<file path="src/ptrop_pkg.sv">
// shared constants and types for the pointer load and port output decoder
package ptrop_pkg;
	localparam int ptrop_iw = 10;
	// opcode patterns of the fixed-code instructions
	localparam logic [9:0] ptrop_code_no_operation = 10'h000;
	localparam logic [9:0] ptrop_code_inc_y = 10'h013;
	localparam logic [9:0] ptrop_code_out_k = 10'h21f;
	localparam logic [9:0] ptrop_code_out_zero = 10'h220;
	localparam logic [9:0] ptrop_code_out_one = 10'h221;
	// bank pointer load: upper eight bits fixed, two low bits immediate
	localparam logic [7:0] ptrop_code_bank_hi = 8'h12;
	// pointer pair load: two top bits set
	localparam logic [1:0] ptrop_code_pair_hi = 2'h3;
	// immediate field positions
	localparam int ptrop_x_lsb = 4;
	localparam int ptrop_y_lsb = 0;
	localparam int ptrop_z_lsb = 0;
	// reset values
	localparam logic [3:0] ptrop_rst_x = 4'h0;
	localparam logic [3:0] ptrop_rst_y = 4'h0;
	localparam logic [1:0] ptrop_rst_z = 2'h0;
	localparam logic [3:0] ptrop_rst_port = 4'h0;
	localparam logic [3:0] ptrop_y_max = 4'hf;

	typedef enum logic [6:0] {
		ptrop_op_other = 7'b0000001,
		ptrop_op_no_operation = 7'b0000010,
		ptrop_op_pair = 7'b0000100,
		ptrop_op_bank = 7'b0001000,
		ptrop_op_inc_y = 7'b0010000,
		ptrop_op_out_k = 7'b0100000,
		ptrop_op_out_p = 7'b1000000
	} ptrop_op_t;

	typedef struct packed {
		logic [3:0] x;
		logic [3:0] y;
		logic [1:0] z;
	} ptrop_ptr_t;

	typedef struct packed {
		logic k;
		logic [3:0] output_port_zero;
		logic [3:0] output_port_one;
	} ptrop_ports_t;
endpackage : ptrop_pkg
</file>
<file path="src/ptrop_core.sv">
// execute logic for pointer loads, no-operation and port output instructions
`timescale 1ns/100ps
`default_nettype none
// Notes on behaviour
// - top two bits set mark a pair load, x in bits 7:4, y in bits 3:0.
// - a pair load writes x to the file pointer and y to the word pointer.
// - in a run of back-to-back pair loads only the first one executes.
// - the bank load writes its two-bit immediate and never skips.
// - the all-zero word only steps the program counter.
// - code 220 copies the accumulator to port zero, no carry, no skip.
// - code 221 copies the accumulator to port one, no carry, no skip.
// - the word pointer increment skips the next word when it wraps to 0.
module ptrop_core import ptrop_pkg::*; (
	input wire logic clock,
	input wire logic nrst,
	input wire logic instr_valid,
	input wire logic [9:0] instr,
	input wire logic skip_in,
	input wire logic [3:0] acc,
	output var ptrop_ptr_t ptr,
	output var ptrop_ports_t ports,
	output logic pc_step,
	output logic skip_next,
	output logic executed
);
	// -----------------------------------------------------------------
	// decode
	// -----------------------------------------------------------------
	ptrop_op_t op;
	logic port_sel;
	logic last_pair;
	logic skip_pend;
	logic skip_now;

	ptrop_decode u_decode (
		.instr(instr),
		.op(op),
		.port_sel(port_sel)
	);

	// a pair load is recognised in more than one place
	function automatic logic is_pair(input ptrop_op_t o);
		return o == ptrop_op_pair;
	endfunction : is_pair

	// a skipped pair load still counts as part of the run
	// idle cycles leave last_pair alone, so a run survives gaps
	assign skip_now = skip_in | skip_pend
		| (is_pair(op) & last_pair);

	// -----------------------------------------------------------------
	// next state
	// -----------------------------------------------------------------
	ptrop_ptr_t next_ptr;
	ptrop_ports_t next_ports;
	logic next_pc_step;
	logic next_skip_next;
	logic next_executed;
	logic next_last_pair;
	logic next_skip_pend;
	logic [3:0] y_inc;

	always_comb begin
		y_inc = ptr.y + 4'h1;
		next_ptr = ptr;
		next_ports = ports;
		next_pc_step = 1'b0;
		next_skip_next = 1'b0;
		next_executed = 1'b0;
		next_last_pair = last_pair;
		next_skip_pend = skip_pend;
		if (instr_valid) begin
			// a skipped word still steps the program counter
			next_pc_step = 1'b1;
			next_last_pair = is_pair(op);
			next_skip_pend = 1'b0;
			next_executed = ~skip_now;
			if (!skip_now) begin
				case (op)
					ptrop_op_pair: begin
						next_ptr.x = instr[ptrop_x_lsb +: 4];
						next_ptr.y = instr[ptrop_y_lsb +: 4];
					end
					ptrop_op_bank: begin
						next_ptr.z = instr[ptrop_z_lsb +: 2];
					end
					ptrop_op_inc_y: begin
						next_ptr.y = y_inc;
						// held until the next valid word, gaps keep it
						next_skip_pend = (y_inc == 4'h0);
						next_skip_next = (y_inc == 4'h0);
					end
					ptrop_op_out_k: begin
						next_ports.k = acc[0];
					end
					ptrop_op_out_p: begin
						if (port_sel) begin
							next_ports.output_port_one = acc;
						end else begin
							next_ports.output_port_zero = acc;
						end
					end
					default: begin
					end
				endcase
			end
		end
	end

	// -----------------------------------------------------------------
	// registers
	// -----------------------------------------------------------------
	// reset also drops a pending wrap skip
	always_ff @(posedge clock or negedge nrst) begin
		if (!nrst) begin
			ptr <= '{x: ptrop_rst_x, y: ptrop_rst_y, z: ptrop_rst_z};
			ports <= '{k: 1'b0, output_port_zero: ptrop_rst_port,
				output_port_one: ptrop_rst_port};
			pc_step <= 1'b0;
			skip_next <= 1'b0;
			executed <= 1'b0;
			last_pair <= 1'b0;
			skip_pend <= 1'b0;
		end else begin
			ptr <= next_ptr;
			ports <= next_ports;
			pc_step <= next_pc_step;
			skip_next <= next_skip_next;
			executed <= next_executed;
			last_pair <= next_last_pair;
			skip_pend <= next_skip_pend;
		end
	end

	// -----------------------------------------------------------------
	// checks
	// -----------------------------------------------------------------
	// each consequent except a_pair_decode starts one edge after the word is taken; a_pair_decode checks at the same edge
	a_pair_decode: assert property (@(posedge clock)
		disable iff (!nrst)
		instr_valid && instr[9:8] == 2'h3 |-> op == ptrop_op_pair)
		else $error("pair load not decoded");

	a_pair_load: assert property (@(posedge clock)
		disable iff (!nrst)
		instr_valid && op == ptrop_op_pair && !skip_now
		|=> ptr.x == $past(instr[7:4]) && ptr.y == $past(instr[3:0]))
		else $error("pair load did not write pointers");

	a_pair_run_skip: assert property (@(posedge clock)
		disable iff (!nrst)
		instr_valid && op == ptrop_op_pair ##1
		instr_valid && op == ptrop_op_pair
		|=> $stable(ptr) && !executed)
		else $error("second pair load in a run executed");

	a_bank_load: assert property (@(posedge clock)
		disable iff (!nrst)
		instr_valid && op == ptrop_op_bank && !skip_now
		|=> ptr.z == $past(instr[1:0]) && !skip_next)
		else $error("bank load wrong");

	a_no_op_quiet: assert property (@(posedge clock)
		disable iff (!nrst)
		instr_valid && instr == 10'h000
		|=> pc_step && $stable(ptr) && $stable(ports) && !skip_next)
		else $error("no-operation changed state");

	a_port_k: assert property (@(posedge clock)
		disable iff (!nrst)
		instr_valid && instr == 10'h21f && !skip_now
		|=> ports.k == $past(acc[0]) && $stable(ports.output_port_zero)
		&& !skip_next)
		else $error("single port latch wrong");

	a_port_zero: assert property (@(posedge clock)
		disable iff (!nrst)
		instr_valid && instr == 10'h220 && !skip_now
		|=> ports.output_port_zero == $past(acc)
		&& $stable(ports.output_port_one) && !skip_next)
		else $error("port zero latch wrong");

	a_port_one: assert property (@(posedge clock)
		disable iff (!nrst)
		instr_valid && instr == 10'h221 && !skip_now
		|=> ports.output_port_one == $past(acc)
		&& $stable(ports.output_port_zero) && !skip_next)
		else $error("port one latch wrong");

	a_pc_one_step: assert property (@(posedge clock)
		disable iff (!nrst)
		instr_valid |=> pc_step ##1 (pc_step == $past(instr_valid)))
		else $error("program counter step missing");

	a_wrap_skip: assert property (@(posedge clock)
		disable iff (!nrst)
		instr_valid && op == ptrop_op_inc_y && !skip_now && ptr.y == 4'hf
		|=> ptr.y == 4'h0 && skip_next && skip_pend)
		else $error("wrap of word pointer did not skip");

	// -----------------------------------------------------------------
	// checks on skips and holds
	// -----------------------------------------------------------------
	a_wrap_next: assert property (@(posedge clock)
		disable iff (!nrst)
		instr_valid && skip_pend
		|=> !executed && $stable(ptr) && $stable(ports))
		else $error("word after a wrap was not skipped");

	a_inc_no_wrap: assert property (@(posedge clock)
		disable iff (!nrst)
		instr_valid && op == ptrop_op_inc_y && !skip_now && ptr.y != 4'hf
		|=> ptr.y == $past(ptr.y) + 4'h1 && !skip_next && !skip_pend)
		else $error("increment without wrap went wrong");

	a_pend_once: assert property (@(posedge clock)
		disable iff (!nrst)
		instr_valid && skip_pend |=> !skip_pend)
		else $error("wrap skip applied twice");

	a_skip_in_quiet: assert property (@(posedge clock)
		disable iff (!nrst)
		instr_valid && skip_in
		|=> pc_step && !executed && $stable(ptr) && $stable(ports))
		else $error("skipped word changed state");

	a_idle_quiet: assert property (@(posedge clock)
		disable iff (!nrst)
		!instr_valid |=> !pc_step && !executed && !skip_next)
		else $error("pulse without an instruction");

	a_run_restart: assert property (@(posedge clock)
		disable iff (!nrst)
		instr_valid && op != ptrop_op_pair ##1
		instr_valid && op == ptrop_op_pair && !skip_in && !skip_pend
		|=> executed)
		else $error("pair load after another word was skipped");

	a_ports_hold: assert property (@(posedge clock)
		disable iff (!nrst)
		instr_valid && op != ptrop_op_out_k && op != ptrop_op_out_p
		|=> $stable(ports))
		else $error("port latch changed by another word");

	a_ptr_hold: assert property (@(posedge clock)
		disable iff (!nrst)
		instr_valid && (op == ptrop_op_out_k || op == ptrop_op_out_p)
		|=> $stable(ptr) && !skip_next)
		else $error("port output touched the pointers");
endmodule : ptrop_core
`default_nettype wire

</file>
<file path="src/ptrop_decode.sv">
// opcode classifier for the pointer load and port output group
`timescale 1ns/100ps
`default_nettype none
module ptrop_decode import ptrop_pkg::*; (
	input wire logic [9:0] instr,
	output var ptrop_op_t op,
	output logic port_sel
);
	always_comb begin
		port_sel = 1'b0;
		if (instr[9:8] == ptrop_code_pair_hi) begin
			op = ptrop_op_pair;
		end else if (instr[9:2] == ptrop_code_bank_hi) begin
			op = ptrop_op_bank;
		end else begin
			case (instr)
				ptrop_code_no_operation: op = ptrop_op_no_operation;
				ptrop_code_inc_y: op = ptrop_op_inc_y;
				ptrop_code_out_k: op = ptrop_op_out_k;
				ptrop_code_out_zero: op = ptrop_op_out_p;
				ptrop_code_out_one: begin
					op = ptrop_op_out_p;
					port_sel = 1'b1;
				end
				default: op = ptrop_op_other;
			endcase
		end
	end
endmodule : ptrop_decode
`default_nettype wire

</file>
<file path="config.mk">
export PLATFORM = sky130hd
export DESIGN_NAME = ptrop_core
export DESIGN_NICKNAME = d
export VERILOG_FILES = /design/src/ptrop_pkg.sv /design/src/ptrop_core.sv /design/src/ptrop_decode.sv
export SDC_FILE = /design/constraint.sdc
export NUM_CORES = 1
export LEC_CHECK = 0
export ABC_AREA = 1
export BUFFER_PORTS_ARGS = -buffer_cell sky130_fd_sc_hd__clkbuf_2
export CAP_MARGIN = 20
export CORE_MARGIN = 1.5
export CORE_UTILIZATION = 45
export CTS_BUF_LIST = sky130_fd_sc_hd__clkbuf_16
export DETAILED_ROUTE_END_ITERATION = 10
export PLACE_DENSITY = 0.78
export SLEW_MARGIN = 5
export SYNTH_ARGS = -nofsm -noshare
export SYNTH_HDL_FRONTEND = slang
export SYNTH_SLANG_ARGS = --single-unit
</file>
<file path="constraint.sdc">
create_clock -name clock -period 1.4 [get_ports clock]
set_input_delay 0.07 -clock clock [delete_from_list [all_inputs] [get_ports clock]]
set_output_delay 0.07 -clock clock [all_outputs]
set_load 0.02 [all_outputs]
</file>
# ---- Word level (Yosys, flattened, before mapping)
# Cells that the tools add are included.
dict set report word_totals {
  out_inout_bits 22
  regBits 24
  in_bits 18
  wordCells 50
}
dict set report classes {
  bitwise_logic 5
  mux 12
  eq_ne 11
  reduce_logical 10
  add_sub_neg 1
}
# operator n
set ops {}
lappend ops {{10-bit equality test, second input constant} 3}
lappend ops {{7-bit case mux with 4 select lines} 1}
lappend ops {{7-bit 2-to-1 mux} 2}
lappend ops {{3-bit AND reduction} 4}
lappend ops {{10-bit by 5-bit equality test with 1-bit output, second input constant} 1}
lappend ops {{10-bit logical NOT} 1}
lappend ops {{8-bit by 5-bit equality test with 1-bit output, second input constant} 1}
lappend ops {{1-bit 2-to-1 mux} 8}
lappend ops {{4-bit case mux with 2 select lines} 1}
lappend ops {{4-bit AND reduction} 2}
lappend ops {{7-bit by 3-bit equality test with 1-bit output, second input constant} 1}
lappend ops {{7-bit by 4-bit equality test with 1-bit output, second input constant} 1}
lappend ops {{7-bit by 5-bit equality test with 1-bit output, second input constant} 1}
lappend ops {{7-bit by 6-bit equality test with 1-bit output, second input constant} 1}
lappend ops {{7-bit equality test, second input constant} 1}
lappend ops {{4-bit by 1-bit adder with 4-bit output, second input constant} 1}
lappend ops {{4-bit logical NOT} 1}
lappend ops {{2-bit equality test, second input constant} 1}
lappend ops {{1-bit NOT} 2}
lappend ops {{1-bit bitwise OR} 2}
lappend ops {{2-bit nonzero test} 1}
lappend ops {{2-bit OR reduction} 1}
lappend ops {{1-bit AND} 1}

# ---- Logic depth before layout (Yosys ltp)
# Gate-level depths: netlist of the first run.
dict set report logic_depth {
  ltp_word 10
  mapped_depth 8
  depth_no_buf 8
}

# ---- Hierarchy
# From an unflattened synthesis of the first run, not the netlist that was laid out.
dict set report unflattened {
  hier_cells 195
  area_unflattened_um2 1400.1
}
# module n_inst seq_area_each_um2 cells_each area_per_inst_um2
set modules_own_cells {}
lappend modules_own_cells {ptrop_core 1 600.6 150 1206.2}
lappend modules_own_cells {ptrop_decode 1 0.0 45 193.9}

# ---- Least setup slack after synthesis of the first run
# No wires, ideal clock.
dict set report synth_path {
  path_type {reg-to-reg}
  startpoint {reg ptr[2] (netlist bit)}
  endpoint {reg ptr[4] (netlist bit)}
  t_required_ps 1276
  path_stages_with_launch 7
  slack_ps 145
  t_arrival_ps 1131
  period_less_slack_ps 1255
  setup_time_ps 124
  n_path_buf 0
  cell_sequence {dfrtp_1 ha_1 xnor2_1 nand3b_1 nand2_1 nand2_1 o21ai_1}
}
dict set report synth_between {
  elab_chain_len 2
}
# element line_no
set synth_lines {}
lappend synth_lines {{start, declared} ptrop_core.sv:20} ;# output var ptrop_ptr_t ptr,
lappend synth_lines {{start signal, assigned} ptrop_core.sv:116} ;# ptr <= '{x: ptrop_rst_x, y: ptrop_rst_y, z: ptrop_rst_z};
lappend synth_lines {{start signal, assigned} ptrop_core.sv:125} ;# ptr <= next_ptr;
lappend synth_lines {{4-bit by 1-bit adder with 4-bit output} ptrop_core.sv:64} ;# y_inc = ptr.y + 4'h1;
lappend synth_lines {{4-bit case mux with 2 select lines} ptrop_core.sv:79} ;# case (op)
# Every way passes these cells.
# A chain may end at the register's enable or synchronous reset.

# ---- Final worst setup path of the first run
dict set report layout_path {
  startpoint {reg skip_pend}
  endpoint {reg ptr[8] (netlist bit)}
}
dict set report layout_between {
  elab_chain_len 4
}
# element line_no
set layout_lines {}
lappend layout_lines {{start, declared} ptrop_core.sv:32} ;# logic skip_pend;
lappend layout_lines {{start signal, assigned} ptrop_core.sv:131} ;# skip_pend <= next_skip_pend;
lappend layout_lines {{1-bit bitwise OR} ptrop_core.sv:48} ;# assign skip_now = skip_in | skip_pend
lappend layout_lines {{1-bit bitwise OR} ptrop_core.sv:49} ;# | (is_pair(op) & last_pair);
lappend layout_lines {{1-bit NOT (no line)} n/a}
lappend layout_lines {{3-bit AND reduction (no line)} n/a}
# Every way passes these cells.

==> impl_metrics.json, run 1 <==
{
  "grt_pass1_vias": 1155,
  "post-cts-setup-buffers": 0,
  "worstPathCellList": "nor2_1 -> o21ai_2 -> nor2_4 -> nand3_1 -> o21ai_0",
  "synthFlopType": "dfrtp_1",
  "slowest_stage": "dfrtp_1",
  "ys_types": 21,
  "num_vias": 1227,
  "rsz0062_at_grt": "false",
  "fin_crit_sh": 0.945,
  "cts_sinks": 24,
  "n_antenna_cell": 0,
  "end_kind": "register",
  "remaining_drc_errors": 0,
  "cts_buffers": 3,
  "syn_area_per_cell_um2": 7.57,
  "worstSetupPathType": "register to register",
  "period_needed_ps": 1320,
  "pwr-share-seq": 0.407,
  "switching_share": 0.264,
  "clockBufferDepth": 2,
  "power_frac_comb": 0.179,
  "status": "finished, final reports clean",
  "fmax_mhz": 756,
  "core_area_um2": 2710,
  "power_uw": 1960,
  "final.setup.tns_ps": 0,
  "path_clk_slew_ps": 60,
  "cts_tree": "yes",
  "slew_viol_final": 0,
  "start_util": 0.467,
  "p_leak_uw": 0.000893,
  "startpoint_type": "register",
  "hpwl_mm": 2.11,
  "crit_required_ps": 1560,
  "yosys_register_bits": 24,
  "max_cap_viol_count": 0,
  "die_area_um2": 3140,
  "max_stage_delay_ps": 380,
  "grt-ovfl-total": 0,
  "drive_gt1_frac": 0.251,
  "syn-num-nets": 187,
  "ir_drop_mv": 0.759,
  "yosysSeqAreaShare": 0.475,
  "postRouteWirelength_mm": 2.86,
  "cp_max_fo": 8,
  "grt_start_max_net_pins": 25,
  "grt_pass1_wl_mm": 4.92,
  "num_io_pins": 40,
  "finalSetupViolations": 0,
  "multi_input_area_um2": 601,
  "grt_use_total": 0.199,
  "internal_power_uw": 1440,
  "chipWidth_um": 56.0,
  "place.gp.congestion": 0.799,
  "row_count": 19,
  "drt-initial-drc-count": 33,
  "syn-cell-area_um2": 1260,
  "ant_nets": 0,
  "async_flop_share": 1.00,
  "power_switching_uw": 519,
  "insertion_delay_ps": 260,
  "fin_skew_ps": 4.48,
  "hold_class": "primary input to register",
  "cts_root_buf": "clkbuf_16",
  "final_common_cell": "nand2_1",
  "drtPass1Iterations": 4,
  "io_buffers": 39,
  "final_cell_mix": "nand2_1 (49), clkbuf_2 (39), nor2_1 (26)",
  "hold_viol_final": 0,
  "htree_levels": 1,
  "antenna_found_initial": 0,
  "yosys_warnings": 0,
  "critPathArrivalTime_ps": 1480,
  "regArea_um2": 601,
  "syn_to_final_growth_pct": 28.2,
  "p_clk_frac": 0.414,
  "fp.dieH_um": 56.0,
  "avgRoutedWirePerCell_um": 11.8,
  "p_per_area_nw_per_um2": 1210,
  "tightest_slew_ps": 590,
  "routed_via_density": 5.07,
  "nFillCells": 251,
  "worst_hold_slack_ps": 3.14,
  "synth_edf_count": 0,
  "relSlewSlack": 0.607,
  "syn_inst": 167,
  "final_nets": 232
}
[what timing repair did]
item                                   4_1_cts  5_1_grt
endpoints found under the hold margin       24        0
setup endpoints to repair                    0        1
hold buffers                                 1        0
gates resized for setup                      0        1
[kinds of logic (layout without fill, tap and decap cells)]
logic type	Yosys count	count (layout)	synth area share
flip-flops	24	24	0.475
adder cells (fa/ha/maj)	2	2	0.0198
AND/OR/NAND/NOR	105	105	0.364
AO/OA/AOI/OAI	15	15	0.0712
buffers and inverters	19	63	0.0564
XOR/XNOR	2	2	0.0139
[layout make-up]
type	instances	area share
Sequential cell	24	0.370
Multi-Input combinational cell	124	0.370
Timing Repair Buffer	40	0.127
Clock buffer	3	0.0463
Inverter	19	0.0440
Tap cell	31	0.0239
Clock inverter	1	0.0185
[synth_stat cells, types with 2 or more instances]
cell type | instances | share of area
nor2_1 | 26 | 0.077
inv_1 | 18 | 0.053
ha_1 | 2 | 0.020
nand4_1 | 2 | 0.0099
dfrtp_1 | 24 | 0.47
o21ai_1 | 5 | 0.020
nand2_2 | 2 | 0.0099
o21ai_0 | 8 | 0.032
nand2_1 | 49 | 0.15
nor2_4 | 2 | 0.018
nand3_1 | 19 | 0.075
[power groups by stage]
stage               combinational [µW]  clock (µW)  sequential, µW
finish                             351         813             799
detailed placement                 337           0             809
global placement                   336           0             807
floorplan                          137           0             871
CTS                                345         815             798
global route                       386         863             808
[worst max-delay path: cells and delay by family, from the launching register on]
family / cells / cell delay (ps)
and+or+nand+nor: 3 / 460
DFF: 1 / 380
AOI/OAI and AO/OA: 2 / 380
[registers in the layout, summed over array words and instances, names as in the netlist]
| signal | count |
|---|---|
| ptr | 10 |
| ports | 9 |
| executed | 1 |
| last_pair | 1 |
| pc_step | 1 |
| skip_next | 1 |
| skip_pend | 1 |
[per-stage QoR]
| step | worst slack, ps | utilization | instance area, µm² | instances |
|---|---|---|---|---|
| 6_report | 77.5 | 0.598 | 1620 | 242 |
| 4_1_cts | 86.3 | 0.596 | 1610 | 242 |
| 3_5_place_dp | 115 | 0.553 | 1500 | 237 |
| 3_3_place_gp | 111 | 0.553 | 1500 | 237 |
| 2_1_floorplan | 145 | - | 1260 | 167 |
| 5_1_grt | 5.40 | 0.598 | 1620 | 242 |
[routing by layer]
| metal | vias up | wire, µm | GRT usage |
|---|---|---|---|
| met3 | 14 | 127 | 0.0326 |
| met2 | 36 | 1300 | 0.313 |
| met5 | - | 0 | 0 |
| met1 | 556 | 1310 | 0.261 |
| li1 | 621 | - | - |
| met4 | 0 | 119 | 0.109 |
[final timing paths]
path,cells past startpoint,slack [ps],start,end
max reg2reg,5,80,skip_pend,ptr[8]
max in group asynchronous,2,670,nrst,skip_pend
min in group asynchronous,2,340,nrst,ptr[3]
min reg2reg,2,470,ports[0],ports[0]
min,1,3,instr_valid,pc_step
max,5,80,skip_pend,ptr[8]
No activity file was read; power rests on OpenSTA's default activity.
==> inputs of run 2 (changes only) <==
- HOLD_SLACK_MARGIN: default -> 0.02
- MAX_ROUTING_LAYER: default -> met4
- TNS_END_PERCENT: default -> 100
==> run 2 against run 1 <==
Total power up 0.39%; worst hold slack better by 43 ps; sequential share of layout area shrank 0.62 points; first-iteration DRC count is 18% higher; core utilization rose by 1.0 points; cell area rose by 1.7%; combinational power increased by 3%; cell count grew 0.83%; clock-buffer cell count did not move; register-to-register slack improved by 30 ps; largest power group unchanged; highest routed layer unchanged.
==> impl_metrics.json, run 2 (synthesis gave the netlist of run 1 again) <==
{
  "power_switching_uw": 520,
  "postRouteWirelength_mm": 2.88,
  "largest_reg_flops": 10,
  "antenna_found_initial": 0,
  "cts_root_buf": "clkbuf_16",
  "grt_pass1_vias": 1163,
  "regArea_um2": 601,
  "cts_tree": "yes",
  "rrSetupSlack_ps": 110,
  "path_clk_slew_ps": 60,
  "p_leak_uw": 0.000903,
  "grt-ovfl-total": 0,
  "grt_pass1_wl_mm": 4.95,
  "ff2ff_path_depth": 7,
  "setup_ws_ps": 109,
  "worstSetupPathType": "register to register",
  "power_frac_comb": 0.183,
  "whs_path_depth": 3,
  "power_uw": 1970,
  "tightest_slew_ps": 589,
  "io_buffers": 39,
  "largestRegisters": "ptr: 10 flops, ports: 9 flops",
  "switching_share": 0.264,
  "hold_class": "primary input to register",
  "status": "finished, final reports clean",
  "ant_nets": 0,
  "fin_crit_sh": 0.922,
  "cts_buffers": 3,
  "end_kind": "register",
  "p_clk_frac": 0.412,
  "chipWidth_um": 56.0,
  "pwr-share-seq": 0.405,
  "syn_to_final_growth_pct": 30.4,
  "fmax_mhz": 775,
  "multi_input_area_um2": 608,
  "hold_viol_final": 0,
  "p_per_area_nw_per_um2": 1190,
  "critPathArrivalTime_ps": 1490,
  "num_vias": 1233,
  "grt_use_total": 0.205,
  "fp.dieH_um": 56.0,
  "utilization": 0.608,
  "place_area_um2": 1500,
  "cp_max_fo": 8,
  "cts_sinks": 24,
  "place_ws_ps": 115,
  "rsz0062_at_grt": "false",
  "finalSetupViolations": 0,
  "htree_levels": 1,
  "n_antenna_cell": 0,
  "insertion_delay_ps": 260,
  "num_io_pins": 40,
  "final_common_cell": "nand2_1",
  "grt_start_max_net_pins": 25,
  "nFillCells": 247,
  "final.setup.tns_ps": 0,
  "final_area_um2": 1650,
  "row_count": 19,
  "remaining_drc_errors": 0,
  "drive_gt1_frac": 0.263,
  "avgRoutedWirePerCell_um": 11.8,
  "start_util": 0.467,
  "max_cap_viol_count": 0,
  "place.gp.congestion": 0.811,
  "crit_required_ps": 1600,
  "clockBufferDepth": 2,
  "period_needed_ps": 1290,
  "routed_via_density": 5.05,
  "relSlewSlack": 0.607,
  "core_area_um2": 2710,
  "fin_skew_ps": 4.92,
  "regMostFlops": "ptr",
  "ir_drop_mv": 0.761,
  "final_cell_mix": "nand2_1 (49), clkbuf_2 (38), nor2_1 (25)",
  "internal_power_uw": 1450,
  "drt-initial-drc-count": 39,
  "die_area_um2": 3140,
  "startpoint_type": "register",
  "slew_viol_final": 0,
  "drtPass1Iterations": 4,
  "hpwl_mm": 2.11,
  "final_nets": 234
}
-- run 2: changes by cell type in the layout (fill, tap and decap cells not counted) --
| cell | delta |
|---|---|
| nand3_1 | -1 |
| nor2_1 | -1 |
| o21ai_1 | +2 |
| nand3_2 | +1 |
| o21ai_0 | -2 |
| nor2_2 | +1 |
| dlygate4sd3_1 | +1 |
| buf_4 | +2 |
| clkbuf_2 | -1 |
-- run 2: layout make-up --
cell class,instances,share of cell area
clock buffer,3,0.0455
clock inverter,1,0.0182
inverter,19,0.0432
multi-input combinational,124,0.369
sequential,24,0.364
tap,31,0.0235
timing repair buffer,42,0.137
-- run 2: path summary, 6_finish.rpt --
kind                              to  startpoint
max                         ports[2]   skip_pend
min                         ports[7]      acc[3]
max reg2reg                 ports[2]   skip_pend
min reg2reg                 ports[0]    ports[0]
max in group asynchronous  skip_pend        nrst
min in group asynchronous     ptr[3]        nrst
-- run 2: worst max-delay path, cell delays in order, from the launching register on --
cell	delay, ps
dfrtp_1	390
nor2_2	120
o21ai_2	90
nor2_4	160
nand2_1	110
nor2_4	190
nand3_1	100
nand2_1	80
-- run 2: what timing repair did --
item	in CTS	in global routing
gates resized for setup	0	7
endpoints found under the hold margin	25	0
endpoints found under the setup margin	0	7
hold buffers	2	0
setup buffers	0	1
-- run 2: metal layers --
metal	GRT usage	up-vias	routed length [µm]
met2	0.316	38	1320
met3	0.0302	14	123
met5	-	-	0
met4	0.109	0	119
li1	-	622	-
met1	0.262	559	1320
-- run 2: power groups by stage --
stage	Clock (µW)	Sequential [µW]	Combinational [µW]
final	812	798	360
after global placement	0	807	336
after floorplan	0	871	137
after CTS	815	798	347
after detailed placement	0	809	337
after global routing	863	808	395
-- run 2: stage by stage --
step / cells / hold WS, ps
2_1_floorplan: 167 / -226
3_3_place_gp: 237 / 102
3_5_place_dp: 237 / 103
4_1_cts: 243 / 48.9
5_1_grt: 244 / 47.7
6_report: 244 / 46.5
==> inputs of run 3 (changes only) <==
- CORE_UTILIZATION: 45 -> 50
- PLACE_DENSITY: 0.78 -> 0.85
==> run 3 against run 2 <==
Clock power up 1%; register-to-register slack about the same; sequential power about the same; first-iteration DRC count up 23%; clock-buffer cell count stayed put; core utilization rose by 6.2 points; largest cell class is now flip-flops and latches; sequential cell count unchanged; critical path depth fell by 1; total power fell by 0.28%; clock skew is 3.3 ps lower; non-clock buffer count decreased by 1.
==> impl_metrics.json, run 3 (synthesis gave the netlist of run 1 again) <==
{
  "power_frac_comb": 0.178,
  "dp_cells": 236,
  "pwr-share-seq": 0.405,
  "final_cell_mix": "nand2_1 (49), clkbuf_2 (38), nor2_1 (26)",
  "antenna_found_initial": 0,
  "setup_ws_ps": 97.1,
  "drtPass1Iterations": 4,
  "critPathArrivalTime_ps": 1450,
  "switching_share": 0.266,
  "crit_required_ps": 1540,
  "ir_drop_mv": 0.806,
  "status": "finished, final reports clean",
  "htree_levels": 1,
  "cts_tree": "yes",
  "drt-initial-drc-count": 48,
  "ant_nets": 0,
  "postRouteWirelength_mm": 2.90,
  "post-cts-setup-buffers": 0,
  "io_buffers": 39,
  "regMostFlops": "ptr",
  "p_per_area_nw_per_um2": 1210,
  "rsz0062_at_grt": "false",
  "tightest_slew_ps": 575,
  "period_needed_ps": 1300,
  "final_nets": 233,
  "grt_pass1_wl_mm": 4.71,
  "end_kind": "register",
  "fp.dieH_um": 53.3,
  "start_util": 0.520,
  "internal_power_uw": 1440,
  "final.setup.tns_ps": 0,
  "slew_viol_final": 0,
  "core_area_um2": 2430,
  "power_switching_uw": 524,
  "p_leak_uw": 0.000892,
  "num_io_pins": 40,
  "hold_viol_final": 0,
  "grt-ovfl-total": 0,
  "num_vias": 1208,
  "chipWidth_um": 53.3,
  "drive_gt1_frac": 0.255,
  "power_uw": 1960,
  "p_clk_frac": 0.417,
  "worstSetupPathType": "register to register",
  "fin_skew_ps": 1.58,
  "grt_use_total": 0.236,
  "final_common_cell": "nand2_1",
  "grt_start_max_net_pins": 25,
  "hold_class": "primary input to register",
  "cts_root_buf": "clkbuf_16",
  "die_area_um2": 2840,
  "routed_via_density": 4.99,
  "avgRoutedWirePerCell_um": 12.0,
  "clockBufferDepth": 2,
  "cp_max_fo": 5,
  "instances_no_fill": 242,
  "max_cap_viol_count": 0,
  "largest_reg_flops": 10,
  "row_count": 18,
  "fmax_mhz": 768,
  "remaining_drc_errors": 0,
  "startpoint_type": "register",
  "hpwl_mm": 2.11,
  "path_clk_slew_ps": 60,
  "largestRegisters": "ptr: 10 flops, ports: 9 flops",
  "relSlewSlack": 0.616,
  "syn_to_final_growth_pct": 28.9,
  "cts_buffers": 3,
  "n_antenna_cell": 0,
  "grt_pass1_vias": 1099,
  "cts_sinks": 24,
  "place_ws_ps": 121,
  "fin_crit_sh": 0.931,
  "place.gp.congestion": 0.849,
  "insertion_delay_ps": 260,
  "finalSetupViolations": 0
}
run 3: changes by cell type in the layout (fill, tap and decap cells not counted):
cell,before,now
buf_4,2,0
clkbuf_4,0,1
inv_1,18,17
inv_2,1,2
nor2_1,25,26
nor2_2,2,1
xnor2_1,0,1
xnor2_2,1,0
run 3: routing by layer:
layer / share of wire / global-route usage
met3: 0.065 / 0.0424
met5: 0 / -
met1: 0.44 / 0.303
met4: 0.025 / 0.0983
met2: 0.47 / 0.366
run 3: worst paths after layout:
kind / startpoint / to / slack, ps / cells past startpoint
worst max-delay path: ptr[2] / ptr[4] / 100 / 6
worst min-delay path: acc[3] / ports[3] / 50 / 3
worst max register to register: ptr[2] / ptr[4] / 100 / 6
worst min register to register: ports[6] / ports[6] / 480 / 2
max in group asynchronous: nrst / ptr[5] / 680 / 2
min in group asynchronous: nrst / ptr[6] / 340 / 2
run 3: layout make-up:
cell class / count / area (µm²)
clock buffers: 3 / 75.1
clock inverters: 1 / 30.0
fillers: 213 / 802
inverters: 19 / 71.3
multi-input cells: 124 / 598
flip-flops and latches: 24 / 601
well taps: 30 / 37.5
repair buffers: 41 / 218
run 3: worst max-delay path: stages (launching register included):
cell and delay [ps]:
dfrtp_1 430, ha_1 240, xnor2_1 210, nand3b_1 140, nand2_1 60, nand2_1 60, o21ai_1 60
run 3: metrics by stage:
stage | utilization | hold slack (ps) | cell area, µm²
6_report | 0.670 | 50.8 | 1630
5_1_grt | 0.670 | 58.5 | 1630
4_1_cts | 0.667 | 53.8 | 1620
3_5_place_dp | 0.616 | 97.0 | 1500
3_3_place_gp | 0.616 | 94.3 | 1500
2_1_floorplan | - | -226 | 1260
run 3: power groups by stage:
stage / clock, µW / sequential [µW] / combinational [µW]
2_1_floorplan: 0 / 871 / 137
3_3_place_gp: 0 / 806 / 334
3_5_place_dp: 0 / 809 / 338
4_1_cts: 828 / 796 / 348
5_1_grt: 853 / 804 / 391
6_report: 820 / 796 / 350
run 3: repair_timing:
| item | 4_1_cts | 5_1_grt |
|---|---|---|
| hold endpoints to repair | 25 | 0 |
| hold buffers | 2 | 0 |
| setup endpoints to repair | 0 | 10 |
| gates resized for setup | 0 | 6 |
